## src/logic/fec_pkg.sv

```systemverilog
// constants and types shared by the flash erase/write control block
package fec_pkg;
   // bus geometry
   localparam int unsigned DATA_W = 32;
   localparam int unsigned ADDR_W = 4;
   localparam int unsigned BE_W   = DATA_W / 8;

   // register map (byte addresses)
   localparam logic [ADDR_W-1:0] ADDR_CTRL = 4'h0;

   // clock and self-timed durations
   localparam int unsigned CLK_PERIOD_NS  = 10;
   localparam int unsigned ERASE_TIME_US  = 2000;
   localparam int unsigned WRITE_TIME_US  = 2000;
   localparam int unsigned ERASE_CYCLES   = (ERASE_TIME_US * 1000) / CLK_PERIOD_NS;
   localparam int unsigned WRITE_CYCLES   = (WRITE_TIME_US * 1000) / CLK_PERIOD_NS;
   localparam int unsigned TMR_W          = 18;

   // control register layout, bit 7 down to bit 0
   typedef struct packed {
      logic fixed_one;
      logic config_space_select;
      logic latch_only_select;
      logic erase_select;
      logic operation_fault_flag;
      logic program_enable;
      logic start;
      logic read_go;
   } fec_ctrl_t;

   localparam fec_ctrl_t CTRL_RESET = 8'h80;
   localparam logic [DATA_W-9:0] READ_PAD = 24'h000000;
   localparam logic [DATA_W-1:0] READ_UNMAPPED = 32'h00000000;

   // avalon-mm request from the master
   typedef struct packed {
      logic              read;
      logic              write;
      logic [ADDR_W-1:0] address;
      logic [DATA_W-1:0] writedata;
      logic [BE_W-1:0]   byteenable;
   } fec_avm_req_t;
endpackage

```

## src/logic/fec_op_timer.sv

```systemverilog
// self-timed duration counter for one erase or write
`timescale 1ns/1ps
`default_nettype none
module fec_op_timer
   import fec_pkg::*;
(
   input  wire logic             clk,
   input  wire logic             srst,
   input  wire logic             load,
   input  wire logic [TMR_W-1:0] load_count,
   input  wire logic             abort,
   output logic                  busy,
   output logic                  done
);
   logic [TMR_W-1:0] count_r;
   logic             busy_r;

   wire last_tick = busy_r && (count_r == TMR_W'(1));

   always_ff @(posedge clk) begin
      if (srst) begin
         count_r <= '0;
         busy_r  <= 1'b0;
      end else begin
         if (load) begin
            count_r <= load_count;
            busy_r  <= 1'b1;
         end else if (busy_r && (abort || last_tick)) begin
            count_r <= '0;
            busy_r  <= 1'b0;
         end else if (busy_r) begin
            count_r <= count_r - TMR_W'(1);
         end
      end
   end

   assign busy = busy_r;
   // done shares the edge at which busy falls, so start and busy never part
   assign done = busy_r && !abort && last_tick;
endmodule
`default_nettype wire

```

## src/logic/fec_flash_ctrl.sv

```systemverilog
// flash erase/write control register and self-timed sequencer with avalon-mm slave
//
// Implementation choices: the placing of the registers and register access over Avalon-MM.
`timescale 1ns/1ps
`default_nettype none
module fec_flash_ctrl #(
   parameter int unsigned ERASE_CYCLES_P = fec_pkg::ERASE_CYCLES,
   parameter int unsigned WRITE_CYCLES_P = fec_pkg::WRITE_CYCLES
) (
   input  wire logic                   clk,
   input  wire logic                   srst,
   input  wire fec_pkg::fec_avm_req_t  avm_req,
   output logic                        avm_waitrequest,
   output logic [fec_pkg::DATA_W-1:0]  avm_readdata,
   input  wire logic                   seq_unlocked,
   input  wire logic                   op_abort,
   output logic                        flash_start,
   output fec_pkg::fec_ctrl_t          ctrl_state
);
   import fec_pkg::*;

   fec_ctrl_t         ctrl_r;
   fec_ctrl_t         ctrl_nxt;
   logic              waitreq_r;
   logic [DATA_W-1:0] rdata_r;
   logic [DATA_W-1:0] rdata_nxt;
   logic              start_pulse_r;
   logic              tmr_busy;
   logic              tmr_done;
   logic [TMR_W-1:0]  load_count;

   // bus decode
   wire       req_any   = avm_req.read || avm_req.write;
   wire       take      = req_any && waitreq_r;
   wire       hit_ctrl  = (avm_req.address == ADDR_CTRL);
   wire       commit_wr = avm_req.write && !waitreq_r && hit_ctrl && avm_req.byteenable[0];
   fec_ctrl_t wdat;
   assign wdat = avm_req.writedata[7:0];

   // sequencing decode
   wire busy      = ctrl_r.start;
   wire start_req = commit_wr && wdat.start && !busy;
   wire start_ok  = start_req && ctrl_r.program_enable && seq_unlocked;
   // losing program enable mid-operation ends it early, as does an external abort
   wire abort     = tmr_busy && (op_abort || !ctrl_r.program_enable);

   assign load_count = ctrl_nxt.erase_select ? TMR_W'(ERASE_CYCLES_P)
                                             : TMR_W'(WRITE_CYCLES_P);
   assign rdata_nxt  = hit_ctrl ? {READ_PAD, ctrl_r} : READ_UNMAPPED;

   always_comb begin
      ctrl_nxt = ctrl_r;
      ctrl_nxt.read_go = 1'b0;
      if (commit_wr) begin
         ctrl_nxt.config_space_select  = wdat.config_space_select;
         ctrl_nxt.latch_only_select    = wdat.latch_only_select;
         ctrl_nxt.program_enable       = wdat.program_enable;
         ctrl_nxt.operation_fault_flag = wdat.operation_fault_flag;
         // mode is frozen while an operation runs
         if (!busy) begin
            ctrl_nxt.erase_select = wdat.erase_select;
         end
         // one-cycle read request, not while programming
         if (wdat.read_go && !busy) begin
            ctrl_nxt.read_go = 1'b1;
         end
      end
      if (tmr_done) begin
         ctrl_nxt.start = 1'b0;
         ctrl_nxt.operation_fault_flag = 1'b0;
         if (ctrl_r.erase_select) begin
            ctrl_nxt.erase_select = 1'b0;
         end
      end
      if (abort) begin
         ctrl_nxt.start = 1'b0;
         ctrl_nxt.operation_fault_flag = 1'b1;
      end
      // hardware set beats any software clear in the same cycle
      if (start_req) begin
         ctrl_nxt.operation_fault_flag = 1'b1;
      end
      if (start_ok) begin
         ctrl_nxt.start = 1'b1;
      end
      ctrl_nxt.fixed_one = 1'b1;
   end

   always_ff @(posedge clk) begin
      if (srst) begin
         ctrl_r        <= CTRL_RESET;
         waitreq_r     <= 1'b1;
         rdata_r       <= '0;
         start_pulse_r <= 1'b0;
      end else begin
         ctrl_r        <= ctrl_nxt;
         waitreq_r     <= !take;
         start_pulse_r <= start_ok;
         if (take) begin
            rdata_r <= rdata_nxt;
         end
      end
   end

   fec_op_timer u_timer (
      .clk        (clk),
      .srst       (srst),
      .load       (start_ok),
      .load_count (load_count),
      .abort      (abort),
      .busy       (tmr_busy),
      .done       (tmr_done)
   );

   assign avm_waitrequest = waitreq_r;
   assign avm_readdata    = rdata_r;
   assign flash_start     = start_pulse_r;
   assign ctrl_state      = ctrl_r;
endmodule
`default_nettype wire

```

## config.mk

```make
export PLATFORM = sky130hd
export DESIGN_NAME = fec_flash_ctrl
export DESIGN_NICKNAME = d
export VERILOG_FILES = /design/src/logic/fec_pkg.sv /design/src/logic/fec_op_timer.sv /design/src/logic/fec_flash_ctrl.sv
export SDC_FILE = /design/constraint.sdc
export NUM_CORES = 1
export LEC_CHECK = 0
export BUFFER_PORTS_ARGS = -buffer_cell sky130_fd_sc_hd__buf_2
export CAP_MARGIN = 10
export CORE_UTILIZATION = 44
export DETAILED_ROUTE_END_ITERATION = 12
export PLACE_DENSITY = 0.77
export SLEW_MARGIN = 40
export SYNTH_ARGS = -nofsm -noshare
export SYNTH_HDL_FRONTEND = slang
export SYNTH_HIERARCHICAL = 1
export SYNTH_SLANG_ARGS = --single-unit
```

## constraint.sdc

```tcl
create_clock -name clk -period 2.35 [get_ports clk]
set_clock_uncertainty 0.15 [all_clocks]
set_input_delay 0.47 -clock clk [delete_from_list [all_inputs] [get_ports clk]]
set_output_delay 0.47 -clock clk [all_outputs]
set_load 0.01 [all_outputs]
```

==> out/results.tsv <==
metric	value	unit
Peak VDD IR	0.211	mV
largest cells by area after synthesis	dfxtp_1 34%, buf_4 9.1%, a21oi_1 5.1%	
ANT nets after route	0	
Overall Global Routing Usage	19.3	%
Primary FF master, synth	dfxtp_1	
drc violations	0	
CP Data Required Time	2.40	ns
fin area	0.00257	mm2
clk slew on worst S/H paths	0.08	ns
R2R cell count	4	
Final WS setup	0.118	ns
die area	0.00517	mm2
Routed WL	4.92	mm
Num CTS Buffers	5	
FF/Latch Area	721	um2
DR vias	2080	
Setup crit end kind	flop	
Hold Buf Count CTS	0	
Worst slew margin	65.0	%
post-place setup slack	-0.0880	ns
Starting Density	45.5	%
H-tree levels	2	
met3 usage	4.31	%
Max Cap Violations	0	
number of setup buffers added after CTS	0	
die width	71.9	um
critical-path maximum fanout	7	
largest area contributor in the synthesized netlist	dfxtp_1	
final hold vios	0	
critical path class	flop to flop	
Final setup viols	0	
worst hold slack	0.252	ns
Nets	372	
dpl cells	384	
Fmax	448	MHz
Clock Latency Late Sink	0.29	ns
dpl hpwl	3.57	mm
Critical Path Source	u_timer/count_r[5]	
CP cell instances	or4_4 -> or3_4 -> or3_4 -> o311ai_1	
initial antenna violation count	0	
Resize count post-CTS	0	
vias per cell	5.31	
fraction of registers with async set or reset after synthesis	0	%
footprint of the multi-input gates	0.00131	mm2
routability cong.	0.843	
drt wl/cell	12.5	um
P per Cell Area	442	mW/mm2
Tightest Pin Transition	0.521	ns
max-slew violations	0	
share of layout cells above drive strength 1	27.4	%
TritonCTS clock tree	built	
met2 usage	32.2	%
core area	0.00472	mm2
I/O pin cnt	88	
Worst Setup EP	u_timer/count_r[14]	
CP max stage delay	0.59	ns
unrepaired setup endpoints after global routing	false	
hold path start	avm_req[4]	
Slowest-stage cell, CP	or4_4	
Filler Cell Count	427	
static leakage	1.10	nW
count of warnings emitted by yosys	6	
GR peak layer	met2	
end of the worst register-to-register path	u_timer/count_r[14]	
Chip Height	71.9	um
Layout Cells excl Fill	392	
vias in the first global route	1780	
Tot Pwr	1.14	mW
met1 Use GR	24.9	%
CTS max path bufs	2	
GRT overflow	0	
worst reg2reg startpoint	u_timer/count_r[5]	
min-delay worst type	primary input to flop	
reg-to-reg slack, setup	0.12	ns
fin crit share	95.0	%
post-synth cell types	58	
CP startpoint kind	flop	
CP dominant cell by count	or3_4	
Post-DP Area	0.00245	mm2
DRT iter0 DRCs	116	
Cells after Synth	263	
most frequent cell after synthesis	dfxtp_1	
Syn Area/Cell	8.18	um2
clock root cell	clkbuf_8	
number of flops mapped to enable cells by yosys	0	
first-pass GRT wire length	7.98	mm
area grow syn2layout	19.5	%
minimum clock period	2.23	ns
post-synthesis sequential area ratio	33.5	%
top cells by count, synth	36 x dfxtp_1, 26 x buf_4, 22 x a21oi_1, 17 x nand2_1	
pin count of the biggest net entering global routing	28	
Util after Layout	54.4	%
Critical Path AT	2.29	ns
FP Rows	25	
post-synthesis register bit count	36	
Post-Syn Area	0.00215	mm2
CTS Sinks	36	
area fraction of the dominant cell type after synthesis	33.5	%
Pre-Repair DR Iteration Count	5	
ANT cells	0	
status	finished clean	
IO buf count	34	
setup tns final	0	ns
[cell type report]
type | instances | share of cell area (%)
inverters | 10 | 1.46
well taps | 67 | 3.26
repair buffers | 56 | 13.0
clock buffers | 5 | 2.68
flip-flops and latches | 36 | 28.0
clock inverters | 3 | 0.730
multi-input cells | 215 | 50.8
[registers in the layout, indices dropped and copies added (netlist names)]
register and cells:
u_timer/busy 1, busy 1, avm_waitrequest 1, ctrl_state 6, avm_readdata 8, flash_start 1
u_timer/count_r 18
[routing by layer]
metal  wire, um  up-vias
met5          0        -
met4         41        0
met3        212        4
met2       2370       65
met1       2300      979
li1           -     1032
[cell families after synthesis]
kind of cell	Yosys count	share of synthesized area (%)
adder cells (fa/ha/maj)	2	1.16
AND/OR/NAND/NOR	91	24.5
multiplexers	1	0.524
buffers and inverters	53	14.9
other	2	0.349
flip-flops	36	33.5
AO/OA/AOI/OAI	78	25.0
[critical path, delay by kind of cell, from the launching register on]
family	cells	cell delay [ns]
AO/OA/AOI/OAI	1	0.22
flip-flops	1	0.37
AND/OR/NAND/NOR	3	1.40
[placed cells by master (no fill, tap or decap), drive strengths merged, types with 6 or more instances in the layout]
| master | netlist | layout |
|---|---|---|
| a21oi | 22 | 22 |
| a22oi | 9 | 9 |
| buf | 31 | 56 |
| conb | 2 | 43 |
| dfxtp | 36 | 36 |
| inv | 10 | 10 |
| nand2 | 18 | 18 |
| nand3 | 14 | 14 |
| nor2 | 15 | 15 |
| nor3 | 7 | 7 |
| nor4 | 6 | 6 |
| o211ai | 6 | 6 |
| o21ai | 9 | 9 |
| or2 | 8 | 8 |
| or4 | 7 | 7 |
[worst min path at each step]
| stage | end | cells after the start | slack [ns] |
|---|---|---|---|
| after floorplan | u_timer/count_r[17] | 1 | 0.29 |
| after CTS | ctrl_state[0] | 2 | 0.25 |
| after global placement | avm_readdata[5] | 2 | 0.29 |
| after global routing | ctrl_state[0] | 2 | 0.25 |
| after detailed placement | avm_readdata[4] | 2 | 0.30 |
| final | ctrl_state[0] | 2 | 0.25 |
[report_power, final]
group	total [mW]	switching [mW]	internal [mW]
sequential	0.613	0.00162	0.611
combinational	0.0810	0.0581	0.0229
clock	0.442	0.235	0.207
total	1.14	0.295	0.841
Note: power is estimated with default switching activity, not from simulation.
